`src/core/sula_defines.svh`:
```
`ifndef SULA_DEFINES_SVH
`define SULA_DEFINES_SVH

// Word and lane geometry
`define SULA_WORD_W 32
`define SULA_HALF_W 16
`define SULA_BYTE_W 8
`define SULA_REG_IDX_W 4
`define SULA_OP_W 4

// Operation codes
`define SULA_OP_NOP 4'h0
`define SULA_OP_HSUB16 4'h1
`define SULA_OP_HSUB8 4'h2
`define SULA_OP_HASX 4'h3
`define SULA_OP_HSAX 4'h4
`define SULA_OP_SUB16 4'h5
`define SULA_OP_SUB8 4'h6
`define SULA_OP_SEL 4'h7
`define SULA_OP_SAD 4'h8
`define SULA_OP_SADA 4'h9

// Register indices the issuer must avoid
`define SULA_IDX_SP 4'hD
`define SULA_IDX_PC 4'hF

// Reset values
`define SULA_ZERO_WORD 32'h0000_0000
`define SULA_ZERO_IDX 4'h0

`endif

```
`src/core/sula_pkg.sv`:
```
`default_nettype none

`include "sula_defines.svh"

package sula_pkg;

  // Operation selector
  typedef enum logic [3:0] {
    SULA_NOP = 4'h0,
    SULA_HALVING_SUB_DUAL_HALF = 4'h1,
    SULA_HALVING_SUB_QUAD_BYTE = 4'h2,
    SULA_HALVING_ADD_SUB_EXCHANGE = 4'h3,
    SULA_HALVING_SUB_ADD_EXCHANGE = 4'h4,
    SULA_PLAIN_SUB_DUAL_HALF = 4'h5,
    SULA_PLAIN_SUB_QUAD_BYTE = 4'h6,
    SULA_BYTE_SELECT = 4'h7,
    SULA_ABS_DIFF_SUM_OP = 4'h8,
    SULA_ABS_DIFF_SUM_ACCUM_OP = 4'h9
  } sula_op_type;

  // One issued instruction
  typedef struct packed {
    logic valid;
    sula_op_type op;
    logic cond_pass;
    logic dest_given;
    logic [3:0] dest_idx;
    logic [3:0] first_idx;
    logic [31:0] first_operand_reg;
    logic [31:0] second_operand_reg;
    logic [31:0] accum_value_reg;
    logic [3:0] lane_compare_flags;
  } sula_issue_type;

  // One write-back
  typedef struct packed {
    logic wr_en;
    logic [3:0] wr_idx;
    logic [31:0] wr_data;
  } sula_wb_type;

endpackage

`default_nettype wire

```
`src/core/sula_alu.sv`:
```
// Contract
// - Dual halfword subtract, lanes independent
// - Halfword differences shifted right one bit
// - Quad byte subtract, lanes independent
// - Byte differences halved, written unsigned
// - Add-sub exchange: top is (a.hi+b.lo)/2
// - Add-sub exchange: bottom is (a.lo-b.hi)/2
// - Sub-add exchange: top is (a.hi-b.lo)/2
// - Sub-add exchange: bottom is (b.hi+a.lo)/2
// - Plain halfword subtract, unsigned lane results
// - Plain byte subtract, unsigned byte results
// - Select picks bytes by compare flags
// - Sum absolute byte differences into result
// - Accumulate variant adds third register
// - No status or compare flags modified
// - False predicate leaves destination unwritten
// - Missing destination writes first operand register
`timescale 1ns/100ps
`default_nettype none

`include "sula_defines.svh"

// Packed unsigned lane ALU with one registered write-back
module sula_alu (
  // Clock and reset
  input wire logic sys_clk,
  input wire logic nrst,
  input wire logic clk_en,
  // Issued instruction
  input wire sula_pkg::sula_issue_type issue,
  // Write-back to register file
  output sula_pkg::sula_wb_type wb,
  // Issuer named a forbidden register
  output logic bad_reg
);
  import sula_pkg::*;

  logic [31:0] a; // First operand
  logic [31:0] b; // Second operand
  logic [31:0] hsub16; // Halved halfword difference
  logic [31:0] hsub8; // Halved byte difference
  logic [31:0] sub16; // Wrapped halfword difference
  logic [31:0] sub8; // Wrapped byte difference
  logic [31:0] sad; // Absolute difference sum
  logic [31:0] sada; // Same plus accumulator
  logic [16:0] ex_sum; // Exchange sum, carry kept
  logic [16:0] ex_dif; // Exchange difference, borrow kept
  logic [31:0] result; // Selected result
  logic known_op; // Opcode is implemented
  logic [3:0] dest; // Resolved destination index

  sula_wb_type wb_reg; // Registered write-back
  sula_wb_type wb_next; // Next write-back
  logic bad_reg_reg; // Registered forbidden-register flag
  logic bad_reg_next; // Next forbidden-register flag

  assign a = issue.first_operand_reg;
  assign b = issue.second_operand_reg;

  // Lane subtracts for both widths
  sula_lane_sub u_lane_sub (
    .a(a),
    .b(b),
    .hsub16(hsub16),
    .hsub8(hsub8),
    .sub16(sub16),
    .sub8(sub8)
  );

  // Absolute difference sums
  sula_sad u_sad (
    .a(a),
    .b(b),
    .acc(issue.accum_value_reg),
    .sad(sad),
    .sada(sada)
  );

  // Forbidden register check
  function automatic logic is_banned(input logic [3:0] idx);
    is_banned = (idx == `SULA_IDX_SP) || (idx == `SULA_IDX_PC);
  endfunction

  // Result select
  always_comb begin
    ex_sum = 17'h00000;
    ex_dif = 17'h00000;
    result = `SULA_ZERO_WORD;
    known_op = 1'b1;
    case (issue.op)
      SULA_HALVING_SUB_DUAL_HALF: begin
        result = hsub16;
      end
      SULA_HALVING_SUB_QUAD_BYTE: begin
        result = hsub8;
      end
      SULA_HALVING_ADD_SUB_EXCHANGE: begin
        ex_sum = {1'b0, a[31:16]} + {1'b0, b[15:0]};
        ex_dif = {1'b0, a[15:0]} - {1'b0, b[31:16]};
        result = {ex_sum[16:1], ex_dif[16:1]};
      end
      SULA_HALVING_SUB_ADD_EXCHANGE: begin
        ex_dif = {1'b0, a[31:16]} - {1'b0, b[15:0]};
        ex_sum = {1'b0, b[31:16]} + {1'b0, a[15:0]};
        result = {ex_dif[16:1], ex_sum[16:1]};
      end
      SULA_PLAIN_SUB_DUAL_HALF: begin
        result = sub16;
      end
      SULA_PLAIN_SUB_QUAD_BYTE: begin
        result = sub8;
      end
      SULA_BYTE_SELECT: begin
        // One picks first operand byte, zero the second
        for (int i = 0; i < 4; i++) begin
          result[i*8 +: 8] = issue.lane_compare_flags[i] ? a[i*8 +: 8] : b[i*8 +: 8];
        end
      end
      SULA_ABS_DIFF_SUM_OP: begin
        result = sad;
      end
      SULA_ABS_DIFF_SUM_ACCUM_OP: begin
        result = sada;
      end
      default: begin
        known_op = 1'b0;
      end
    endcase
  end

  // Destination resolve and write-back decision
  always_comb begin
    dest = issue.dest_given ? issue.dest_idx : issue.first_idx;
    wb_next.wr_en = issue.valid && known_op && issue.cond_pass;
    wb_next.wr_idx = dest;
    wb_next.wr_data = result;
    // Select is exempt from the register limits
    bad_reg_next = issue.valid && known_op && (issue.op != SULA_BYTE_SELECT)
      && (is_banned(dest) || is_banned(issue.first_idx));
  end

  // Output registers; no status flag outputs, only the bad_reg flag
  always_ff @(posedge sys_clk or negedge nrst) begin
    if (!nrst) begin
      wb_reg.wr_en <= 1'b0;
      wb_reg.wr_idx <= `SULA_ZERO_IDX;
      wb_reg.wr_data <= `SULA_ZERO_WORD;
      bad_reg_reg <= 1'b0;
    end else if (clk_en) begin
      wb_reg <= wb_next;
      bad_reg_reg <= bad_reg_next;
    end
  end

  assign wb = wb_reg;
  assign bad_reg = bad_reg_reg;

endmodule

`default_nettype wire

```
`src/core/sula_lane_sub.sv`:
```
`timescale 1ns/100ps
`default_nettype none

// Lane subtract/halving unit for both lane widths
module sula_lane_sub (
  // Operands
  input wire logic [31:0] a,
  input wire logic [31:0] b,
  // Results
  output logic [31:0] hsub16,
  output logic [31:0] hsub8,
  output logic [31:0] sub16,
  output logic [31:0] sub8
);

  // Halfword difference with borrow kept in bit 16
  function automatic logic [16:0] diff17(input logic [15:0] x, input logic [15:0] y);
    diff17 = {1'b0, x} - {1'b0, y};
  endfunction

  // Byte difference with borrow kept in bit 8
  function automatic logic [8:0] diff9(input logic [7:0] x, input logic [7:0] y);
    diff9 = {1'b0, x} - {1'b0, y};
  endfunction

  logic [16:0] d16_lo; // Low halfword difference
  logic [16:0] d16_hi; // High halfword difference
  logic [8:0] d8 [4]; // Byte differences

  // Lane arithmetic
  always_comb begin
    d16_lo = diff17(a[15:0], b[15:0]);
    d16_hi = diff17(a[31:16], b[31:16]);
    for (int i = 0; i < 4; i++) begin
      d8[i] = diff9(a[i*8 +: 8], b[i*8 +: 8]);
    end
    // Halve from the full 17-bit result
    hsub16 = {d16_hi[16:1], d16_lo[16:1]};
    // Plain result wraps to the lane
    sub16 = {d16_hi[15:0], d16_lo[15:0]};
    for (int i = 0; i < 4; i++) begin
      hsub8[i*8 +: 8] = d8[i][8:1];
      sub8[i*8 +: 8] = d8[i][7:0];
    end
  end

endmodule

`default_nettype wire

```
`src/core/sula_sad.sv`:
```
`timescale 1ns/100ps
`default_nettype none

// Sum of absolute byte differences, optional accumulate
module sula_sad (
  // Operands
  input wire logic [31:0] a,
  input wire logic [31:0] b,
  input wire logic [31:0] acc,
  // Results
  output logic [31:0] sad,
  output logic [31:0] sada
);

  // Absolute byte difference
  function automatic logic [7:0] absdiff(input logic [7:0] x, input logic [7:0] y);
    absdiff = (x >= y) ? (x - y) : (y - x);
  endfunction

  logic [9:0] total; // Up to 4 x 255

  // Add the four magnitudes
  always_comb begin
    total = 10'h000;
    for (int i = 0; i < 4; i++) begin
      total = total + {2'h0, absdiff(a[i*8 +: 8], b[i*8 +: 8])};
    end
    sad = {22'h000000, total};
    sada = acc + {22'h000000, total};
  end

endmodule

`default_nettype wire

```
`config.mk`:
```
export PLATFORM = sky130hd
export DESIGN_NAME = sula_alu
export DESIGN_NICKNAME = d
export VERILOG_FILES = /design/src/core/sula_pkg.sv /design/src/core/sula_alu.sv /design/src/core/sula_lane_sub.sv /design/src/core/sula_sad.sv
export VERILOG_INCLUDE_DIRS = /design/src /design/src/core
export SDC_FILE = /design/constraint.sdc
export NUM_CORES = 1
export LEC_CHECK = 0
export BUFFER_PORTS_ARGS = -buffer_cell sky130_fd_sc_hd__buf_4
export CORE_ASPECT_RATIO = 0.9
export CORE_UTILIZATION = 55
export CTS_BUF_LIST = sky130_fd_sc_hd__clkbuf_4
export DETAILED_ROUTE_END_ITERATION = 10
export PLACE_DENSITY_LB_ADDON = 0.05
export RECOVER_POWER = 25
export SLEW_MARGIN = 5
export SYNTH_ARGS = -nofsm -noshare
export SYNTH_HDL_FRONTEND = slang
export SYNTH_SLANG_ARGS = --single-unit
```
`constraint.sdc`:
```
create_clock -name sys_clk -period 1.28 [get_ports sys_clk]
set_input_delay 0 -clock sys_clk [delete_from_list [all_inputs] [get_ports sys_clk]]
set_output_delay 0 -clock sys_clk [all_outputs]
set_load 0.03 [all_outputs]
```
==> results of run 1 <==
-- kinds of logic after synthesis --
| kind of cell | synth area share |
|---|---|
| XOR/XNOR | 0.127 |
| buffers and inverters | 0.0785 |
| flip-flops | 0.0940 |
| adder cells (fa/ha/maj) | 0.192 |
| AND/OR/NAND/NOR | 0.151 |
| multiplexers | 0.0587 |
| AO/OA/AOI/OAI | 0.298 |
-- cells in the mapped netlist, types with 16 or more instances --
cell,instances
xor2_1,39
o22ai_1,23
ha_1,122
nand4_1,16
a31oi_1,18
a21o_1,34
clkbuf_1,28
a21oi_1,105
dfrtp_1,38
fa_1,21
a221oi_1,18
o221ai_1,19
inv_1,133
mux2i_1,56
nor3_1,22
o21ai_0,73
nor2b_1,20
xnor2_1,108
nand2_1,98
a211oi_1,20
nand3_1,22
nor2_1,93
-- repair_timing --
item	in CTS
endpoints found under the hold margin	45
buffers inserted	28
endpoints found under the setup margin	32
pin swaps	84
resized for setup	124
hold buffers	13
-- metal layers --
| metal | GRT overflow | global-route usage |
|---|---|---|
| met5 | 1 | 0.420 |
| met4 | 162 | 1.04 |
| met3 | 4 | 0.737 |
| met2 | 427 | 1.11 |
| met1 | 7 | 0.836 |
-- metrics by stage --
stage / util / setup slack, ns / area [um^2] / setup TNS, ns / instances
after global placement: 0.867 / -4.77 / 15500 / -133.33 / 2194
after detailed placement: 0.867 / -5.05 / 15500 / -141.35 / 2194
after CTS: 0.922 / -4.17 / 16500 / -120.43 / 2241
after floorplan: - / -4.38 / 10500 / -121.24 / 1345
==> results.json, run 1 <==
{
  "yosys_warnings": 0,
  "synthFlopType": "dfrtp_1",
  "track_usage": 0.900,
  "port_buffers": 155,
  "pin_count": 156,
  "overflow": 601,
  "num_rows": 46,
  "dp_hpwl_um": 39700,
  "die_w_um": 145,
  "async_reset_ff_frac": 1.00,
  "postGrtWorstEndpoint": "wb[30]$_DFFE_PN0P_/D",
  "worst-ep-kind": "sequential cell input",
  "synth.largest_area_cell": "ha_1",
  "lastStage": "global routing (5_1_grt)",
  "syn_area_um2": 10100,
  "cts_buffer_depth": 2,
  "status": "aborted with a tool error",
  "grt_max_degree": 39,
  "ys_seq_area_frac": 0.0940,
  "cts_buffers": 5,
  "synth_edf_count": 0,
  "cts-root-buf": "clkbuf_4",
  "synth.distinct_cells": 74,
  "die_height_um": 131,
  "ys_seq_elements": 38,
  "netlist.area_leader.share": 0.151,
  "first-error": "[ERROR GRT-0232] Routing congestion too high. Check the congestion heatmap in the GUI.",
  "synthTopCellsByArea": "ha_1 15%, dfrtp_1 9.4%, xnor2_1 9.3%, mux2i_1 5.5%, a21oi_1 5.2%",
  "cts_sinks": 38,
  "synth_nets": 1606,
  "synthCells": 1345,
  "htreeDepth": 2,
  "globalplace.congestion": 1.08,
  "start_util": 0.567,
  "synth.avg_cell_area_um2": 7.52
}
==> run 2: changes to the inputs <==
- CORE_ASPECT_RATIO: 0.9 -> not set
- CORE_UTILIZATION: 55 -> 40
- CTS_BUF_LIST: sky130_fd_sc_hd__clkbuf_4 -> not set
- PLACE_DENSITY_LB_ADDON: 0.05 -> 0.15
- clock period: 1.28 -> 1.65 ns (I/O delays scaled with it)
==> run 2 against run 1 <==
  * Synthesized cell count stayed put
  * Area after synthesis stayed put
  * The flow now finishes, with violations (setup timing)
==> results.json, run 2 <==
{
  "reg2reg_from": "wb[15]$_DFFE_PN0P_",
  "start_util": 0.412,
  "via_per_inst": 5.53,
  "reg2regPathDepth": 4,
  "avgRoutedWirePerCell_um": 20.5,
  "crit_family": "compound AO/OA/AOI/OAI gates",
  "synthFlopType": "dfrtp_1",
  "ys_seq_elements": 38,
  "synth.avg_cell_area_um2": 7.52,
  "p_leak_nw": 8.41,
  "finalCritPeriodShare": 3.49,
  "violations": "setup timing",
  "rrSetupSlack_ns": 0.34,
  "async_reset_ff_frac": 1.00,
  "slowest_stage": "fa_1",
  "vdd.ir_drop.worst_uv": 2680,
  "cts_buffer_depth": 2,
  "final_common_cell": "buf_4",
  "vias": 13017,
  "nFillCells": 2077,
  "final-setup-viol-count": 32,
  "worstSetupEndpointType": "register",
  "finalNonFillerCells": 2355,
  "ant_nets": 0,
  "core_um2": 24500,
  "ys_seq_area_frac": 0.0940,
  "fin_nets": 2291,
  "crit_arrival_ns": 5.97,
  "status": "finished, violations left",
  "track_usage": 0.364,
  "endpoint": "wb[22]$_DFFE_PN0P_",
  "min_path_type": "input port to register",
  "yosys_warnings": 0,
  "min_period_ns": 5.76,
  "synth_nets": 1606,
  "synth_commonest_cells": "133 x inv_1, 122 x ha_1, 108 x xnor2_1",
  "finalHoldViolCount": 0,
  "hold_path.startpoint": "issue[101]",
  "route.final.wire_length_um": 48200,
  "power_mw": 32.1,
  "die_w_um": 161,
  "syn_area_um2": 10100,
  "clk-insertion-delay-late_ns": 0.29,
  "seq_area_um2": 951,
  "grt_max_degree": 39,
  "synthTopCellsByArea": "ha_1 15%, dfrtp_1 9.4%, xnor2_1 9.3%, mux2i_1 5.5%, a21oi_1 5.2%",
  "drt_iter0_drc": 1082,
  "first_pass_iters": 5,
  "multi_input_area_um2": 9400,
  "rsz0062_at_grt": "true",
  "path_clk_slew_ns": 0.06,
  "synth.distinct_cells": 74,
  "critPathRequiredTime_ns": 1.86,
  "layout-drive-gt1-share": 0.444,
  "overflow": 0,
  "critPathBufInv": 7,
  "timing.fmax_ghz": 0.174,
  "path_class": "input port to register",
  "grt_pass1_wl_um": 72400,
  "reg2reg_to": "wb[15]$_DFFE_PN0P_",
  "final_cell_mix": "701 x buf_4, 116 x inv_1, 95 x xnor2_1",
  "area_growth_pct": 68.6,
  "largest_reg_flops": 37,
  "dp_hpwl_um": 39600,
  "cap_violations": 0,
  "dieArea_um2": 25900,
  "tightest_slew_ns": 1.03,
  "synth.largest_area_cell": "ha_1",
  "cts-root-buf": "clkbuf_16",
  "synthCells": 1345,
  "pin_count": 156,
  "cts_buffers": 5,
  "cp.depth": 31,
  "htreeDepth": 2,
  "slowest_delay_ns": 0.50,
  "diodes": 0,
  "place_inst": 2294,
  "route.detailed.drc": 0,
  "globalplace.congestion": 0.980,
  "synth_edf_count": 0,
  "num_rows": 57,
  "port_buffers": 155,
  "power.density_nw_per_um2": 1880,
  "antenna_found_initial": 0,
  "max-slew-margin-rel": 0.311,
  "report.final.slew_viol_count": 0,
  "yosys.cell_count.top_type": "inv_1",
  "startpoint": "issue[41]",
  "netlist.area_leader.share": 0.151,
  "whs_path_depth": 3,
  "cts_tree": "built",
  "setup_ws_ns": -4.11,
  "cp_max_fo": 5,
  "grt_pass1_vias": 13047,
  "cts_sinks": 38,
  "critPathLaunchType": "input port",
  "clock_skew_ns": 0,
  "die_height_um": 161
}
-- run 2: cell counts after synthesis --
Identical to the previous run, type by type.
-- run 2: through the flow --
stage               instance area [um^2]  setup slack (ns)  hold WS (ns)  setup TNS, ns  utilization
detailed placement                 15700             -4.40       0.00716        -124.88        0.641
global placement                   15700             -4.26       0.00532        -122.37        0.641
floorplan                          10500             -4.01        -0.296        -109.40            -
finish                             17100             -4.11        0.0244        -117.18        0.696
CTS                                16700             -3.92        0.0167        -112.22        0.683
global route                       17100             -4.32        0.0391        -122.92        0.696
-- run 2: worst min-delay path by stage --
| stage | end |
|---|---|
| floorplan | bad_reg$_DFFE_PN0P_ |
| global placement | wb[33]$_DFFE_PN0P_ |
| detailed placement | wb[34]$_DFFE_PN0P_ |
| CTS | wb[33]$_DFFE_PN0P_ |
| global route | wb[34]$_DFFE_PN0P_ |
| finish | wb[33]$_DFFE_PN0P_ |
-- run 2: what timing repair did --
item | 4_1_cts | 5_1_grt
gates resized for setup | 96 | 56
endpoints found under the setup margin | 32 | 32
pin swaps | 57 | 75
hold buffers | 3 | 0
endpoints found under the hold margin | 40 | 0
setup buffers | 49 | 13
-- run 2: metal layers --
metal / vias up / wire (um) / global-route usage
met5: - / 0 / 0
met4: 0 / 2510 / 0.171
met3: 108 / 2860 / 0.0393
met2: 489 / 23100 / 0.629
met1: 6171 / 19700 / 0.453
li1: 6249 / - / -
-- run 2: area by class of cell --
class                   instances  share of cell area
inverters                     134              0.0306
clock inverters                 1            0.000293
clock buffers                   7             0.00836
multi-input cells            1121               0.551
well taps                     324              0.0238
repair buffers                730               0.330
flip-flops and latches         38              0.0557
-- run 2: report_power, final --
part	switching, mW	total, mW	leakage [nW]	internal [mW]
registers	0.118	1.21	0.501	1.10
logic	14.1	29.9	7.83	15.8
clock network	0.395	0.995	0.0739	0.600
-- run 2: tightest hold or removal path: cells and delay by family --
family	cells	cell delay (ns)
AO/OA/AOI/OAI	1	0.14
buffers and inverters	1	0.08
multiplexers	1	0.05
-- run 2: kinds of logic after synthesis --
| group | count (synthesis) | share of synthesized area |
|---|---|---|
| compound gates | 445 | 0.298 |
| xor+xnor | 147 | 0.127 |
| fa+ha+maj | 143 | 0.192 |
| buf+inv | 186 | 0.0785 |
| flops | 38 | 0.0940 |
| mux | 59 | 0.0587 |
| simple gates | 327 | 0.151 |
(Power assumes the default switching activity.)
==> run 3: changes to the inputs <==
- CTS_BUF_LIST: not set -> sky130_fd_sc_hd__clkbuf_8 sky130_fd_sc_hd__clkbuf_16
==> run 3 against run 2 <==
  * The run still ends with setup timing left
  * Critical path depth is the same
  * Highest routed layer unchanged
  * Largest cell class unchanged
  * Flip-flop and latch count is the same
  * Global-route usage is the same
  * First-iteration DRC count shrank 0.55%
  * Final cell count is the same
  * Clock power is essentially flat
  * Power is essentially flat
  * Critical endpoint unchanged
==> results.json, run 3 (synthesis results as in run 2) <==
{
  "status": "finished, violations left",
  "violations": "setup timing",
  "finalHoldViolCount": 0,
  "reg2reg_from": "wb[24]$_DFFE_PN0P_",
  "cts_tree": "built",
  "die_height_um": 161,
  "track_usage": 0.364,
  "route.detailed.drc": 0,
  "via_per_inst": 5.53,
  "dp_hpwl_um": 39600,
  "combPwrFrac": 0.931,
  "clk-insertion-delay-late_ns": 0.29,
  "min_period_ns": 5.76,
  "switching_share": 0.455,
  "max-slew-margin-rel": 0.322,
  "min_path_type": "input port to register",
  "htreeDepth": 2,
  "nFillCells": 2077,
  "drt_iter0_drc": 1076,
  "vias": 13027,
  "rrSetupSlack_ns": 0.34,
  "cts_buffers": 5,
  "core_um2": 24500,
  "diodes": 0,
  "rsz0062_at_grt": "true",
  "final-setup-viol-count": 32,
  "final_common_cell": "buf_4",
  "timing.fmax_ghz": 0.174,
  "start_util": 0.412,
  "path_class": "input port to register",
  "power_frac_clock": 0.031,
  "num_rows": 57,
  "cap_violations": 0,
  "cts_sinks": 38,
  "dieArea_um2": 25900,
  "reg2regPathDepth": 4,
  "p_leak_nw": 8.41,
  "cts-root-buf": "clkbuf_16",
  "crit_arrival_ns": 5.97,
  "largest_reg_flops": 37,
  "route.final.wire_length_um": 48200,
  "critPathLaunchType": "input port",
  "globalplace.congestion": 0.980,
  "finalCritPeriodShare": 3.49,
  "power_mw": 32.1,
  "power.density_nw_per_um2": 1880,
  "vdd.ir_drop.worst_uv": 2680,
  "grt_pass1_wl_um": 72400,
  "endpoint": "wb[22]$_DFFE_PN0P_",
  "startpoint": "issue[41]",
  "grt_max_degree": 39,
  "report.final.slew_viol_count": 0,
  "die_w_um": 161,
  "cts_buffer_depth": 2,
  "clock_skew_ns": 0,
  "critPathRequiredTime_ns": 1.86,
  "avgRoutedWirePerCell_um": 20.4,
  "reg2reg_to": "wb[24]$_DFFE_PN0P_",
  "power.switching_mw": 14.6,
  "fin_nets": 2291,
  "seqPwrFrac": 0.038,
  "grt_pass1_vias": 13047,
  "port_buffers": 155,
  "cp_max_fo": 5,
  "final_cell_mix": "701 x buf_4, 117 x inv_1, 95 x xnor2_1",
  "area_growth_pct": 68.6,
  "pin_count": 156,
  "internal-power_mw": 17.5,
  "overflow": 0,
  "tightest_slew_ns": 1.02,
  "worstSetupEndpointType": "register",
  "slowest_stage": "fa_1",
  "first_pass_iters": 6,
  "fin_setup_tns_ns": -117.09,
  "setup_ws_ns": -4.11,
  "antenna_found_initial": 0,
  "ant_nets": 0,
  "slowest_delay_ns": 0.50,
  "layout-drive-gt1-share": 0.444,
  "path_clk_slew_ns": 0.06
}
[run 3: worst min-delay path by stage]
stage	from	end	slack, ns	cells past startpoint
6_report	issue[101]	wb[33]$_DFFE_PN0P_	0.02	3
2_1_floorplan	nrst	bad_reg$_DFFE_PN0P_	-0.30	0
5_1_grt	issue[102]	wb[34]$_DFFE_PN0P_	0.04	3
3_5_place_dp	nrst	wb[34]$_DFFE_PN0P_	0.007	1
4_1_cts	issue[101]	wb[33]$_DFFE_PN0P_	0.02	3
3_3_place_gp	nrst	wb[33]$_DFFE_PN0P_	0.005	1
[run 3: per-stage QoR]
step	cell area [um^2]	utilization	hold WS [ns]	instances	setup WS, ns
floorplan	10500	-	-0.296	1345	-4.01
global placement	15700	0.641	0.00532	2294	-4.26
detailed placement	15700	0.641	0.00716	2294	-4.40
CTS	16700	0.683	0.0167	2352	-3.92
global route	17100	0.696	0.0391	2355	-4.32
finish	17100	0.696	0.0244	2355	-4.11
[run 3: power groups by stage]
stage                     Combinational, mW  Sequential (mW)  Clock (mW)
after floorplan                        13.9             1.53           0
after global placement                 23.0             1.22           0
after detailed placement               23.2             1.22           0
after CTS                              27.0             1.21       0.995
after global routing                   32.0             1.23        1.04
final                                  29.9             1.21       0.992
[run 3: final cells by class]
cell class	instances	area, um^2	area share
Timing Repair Buffer	730	5630	0.330
Multi-Input combinational cell	1121	9400	0.551
Clock inverter	2	8.76	0.000513
Sequential cell	38	951	0.0557
Inverter	134	522	0.0306
Clock buffer	6	139	0.00814
Tap cell	324	405	0.0238
[run 3: what timing repair did]
| item | 4_1_cts | 5_1_grt |
|---|---|---|
| hold buffers | 3 | 0 |
| setup endpoints to repair | 32 | 32 |
| pin swaps | 57 | 75 |
| setup buffers | 49 | 13 |
| gates resized for setup | 96 | 56 |
| gates cloned | 0 | 0 |
| endpoints found under the hold margin | 40 | 0 |
[run 3: critical path: cells and delay by family]
family / cells / cell delay, ns
multiplexers: 1 / 0.34
buffers and inverters: 7 / 0.74
AO/OA/AOI/OAI: 15 / 2.35
AND/OR/NAND/NOR: 2 / 0.50
adder cells (fa/ha/maj): 6 / 2.03
[run 3: metal layers]
metal / track usage / part of all wire
met3: 0.0393 / 0.058
met4: 0.171 / 0.053
met2: 0.629 / 0.48
met5: 0 / 0
met1: 0.453 / 0.41
==> run 4: changes to the inputs <==
==> constraint.sdc (replaced) <==
create_clock -name sys_clk -period 1.65 [get_ports sys_clk]
set_input_delay 0.4125 -clock sys_clk [delete_from_list [all_inputs] [get_ports sys_clk]]
set_output_delay 0.4125 -clock sys_clk [all_outputs]
set_load 0.03 [all_outputs]
==> run 4 against run 3 <==
  * Power grew 10%
  * Register-to-register slack lost 0.09 ns
  * The flow still finishes with violations (setup timing)
  * Largest cell class unchanged
  * First-iteration DRC count shrank 11%
  * Flip-flop and latch count is the same
  * Clock power shrank 3.8%
  * Count of clock-buffer cells in the layout shrank 1
  * Utilization grew 1.7 points
  * Sequential power is essentially flat
  * Largest power group unchanged
  * Via count grew 3.3%
  * Clock skew is the same
  * Sequential share of layout area shrank 0.13 points
  * Non-clock buffer count grew 22
  * Critical endpoint is now wb[26]$_DFFE_PN0P_
==> results.json, run 4 (synthesis results as in run 2) <==
{
  "status": "finished, violations left",
  "violations": "setup timing",
  "holdWs_ns": 0.290,
  "diodes": 0,
  "fin_nets": 2313,
  "slowest_delay_ns": 0.52,
  "route.detailed.drc": 0,
  "port_buffers": 155,
  "finalNonFillerCells": 2376,
  "vias": 13462,
  "place_inst": 2316,
  "via_per_inst": 5.67,
  "die_w_um": 161,
  "core_um2": 24500,
  "cts_buffer_depth": 2,
  "antenna_found_initial": 0,
  "finalHoldViolCount": 0,
  "drt_iter0_drc": 959,
  "crit_arrival_ns": 6.39,
  "track_usage": 0.383,
  "finalCritPeriodShare": 3.77,
  "globalplace.congestion": 1.02,
  "vdd.ir_drop.worst_uv": 3420,
  "path_class": "input port to register",
  "critPathBufInv": 8,
  "cts_buffers": 5,
  "report.final.slew_viol_count": 0,
  "final-setup-viol-count": 32,
  "dp_hpwl_um": 40800,
  "grt_pass1_vias": 13644,
  "grt_max_degree": 39,
  "fin_util": 0.713,
  "layout-drive-gt1-share": 0.466,
  "place_ws_ns": -4.83,
  "min_path_type": "input port to asynchronous set/reset pin",
  "cap_violations": 0,
  "seqPwrFrac": 0.035,
  "grt_pass1_wl_um": 76000,
  "combPwrFrac": 0.938,
  "num_rows": 57,
  "cts_sinks": 38,
  "start_util": 0.412,
  "reg2regPathDepth": 4,
  "power.switching_mw": 16.3,
  "p_leak_nw": 8.63,
  "max-slew-margin-rel": 0.300,
  "ant_nets": 0,
  "cpMostUsedCell": "buf_4",
  "dieArea_um2": 25900,
  "rsz0062_at_grt": "true",
  "first_pass_iters": 5,
  "power_frac_clock": 0.027,
  "area_growth_pct": 72.8,
  "pin_count": 156,
  "die_height_um": 161,
  "critPathLaunchType": "input port",
  "internal-power_mw": 19.1,
  "cp.depth": 33,
  "dpl_cell_area_um2": 15900,
  "setup_ws_ns": -4.57,
  "overflow": 0,
  "timing.fmax_ghz": 0.161,
  "worstSetupEndpointType": "register",
  "path_clk_slew_ns": 0.06,
  "switching_share": 0.461,
  "min_period_ns": 6.22,
  "final_cell_mix": "712 x buf_4, 115 x inv_1, 94 x ha_1",
  "power.density_nw_per_um2": 2020,
  "cp_max_fo": 5,
  "clock_skew_ns": 0,
  "slowest_stage": "fa_1",
  "cts-root-buf": "clkbuf_16",
  "power_mw": 35.3,
  "clk-insertion-delay-late_ns": 0.29,
  "fin_area_um2": 17500,
  "cts_tree": "built",
  "critPathRequiredTime_ns": 1.83,
  "final_common_cell": "buf_4",
  "tightest_slew_ns": 1.04,
  "hold_buffers": 0,
  "route.final.wire_length_um": 50700,
  "crit_family": "compound AO/OA/AOI/OAI gates",
  "htreeDepth": 2,
  "fin_setup_tns_ns": -131.73,
  "largest_reg_flops": 37,
  "avgRoutedWirePerCell_um": 21.3
}
==> run 4: cell types whose count changed in the layout (fill, tap and decap cells not counted), sizes merged <==
cell	delta
buf	+25
clkbuf	-1
clkinv	+1
clkinvlp	-1
dlygate4sd3	-3
==> run 4: final cells by class <==
cell class                 instances  area, um^2
sequential                        38         951
clock buffer                       5         125
fill                            2025        7050
timing repair buffer             752        5840
clock inverter                     2        10.0
multi-input combinational       1121        9630
inverter                         134         520
tap                              324         405
==> run 4: final timing paths <==
kind                               startpoint                   to  slack (ns)
max                                 issue[41]   wb[26]$_DFFE_PN0P_       -4.57
min                                      nrst   wb[35]$_DFFE_PN0P_        0.29
max reg2reg                wb[24]$_DFFE_PN0P_   wb[24]$_DFFE_PN0P_        0.25
min reg2reg                 wb[1]$_DFFE_PN0P_    wb[1]$_DFFE_PN0P_        0.50
max in group asynchronous                nrst   wb[17]$_DFFE_PN0P_        0.72
min in group sys_clk               issue[114]  bad_reg$_DFFE_PN0P_        0.37
==> run 4: worst register-to-register path, delay by kind of cell (launching register included) <==
kind | cells | cell delay (ns)
compound gates | 4 | 0.84
flops | 1 | 0.43
==> run 4: metal layers <==
metal / up-vias / routed length, um / track usage
met4: 0 / 3280 / 0.208
met1: 6438 / 20700 / 0.463
met3: 163 / 2820 / 0.0419
met2: 560 / 23900 / 0.663
met5: - / 0 / 0
li1: 6301 / - / -
==> run 4: repair_timing <==
| item | 4_1_cts | 5_1_grt |
|---|---|---|
| gates cloned | 0 | 0 |
| resized for setup | 120 | 83 |
| buffers inserted | 51 | 13 |
| endpoints found under the setup margin | 33 | 33 |
| hold endpoints to repair | 0 | 0 |
| pin swaps | 77 | 89 |
==> run 4: power groups by stage <==
stage	clock network (mW)	registers (mW)	logic (mW)
floorplan	0	1.53	13.9
CTS	0.955	1.22	28.5
detailed placement	0	1.23	23.8
finish	0.954	1.23	33.1
global route	1.00	1.24	34.8
global placement	0	1.23	23.5
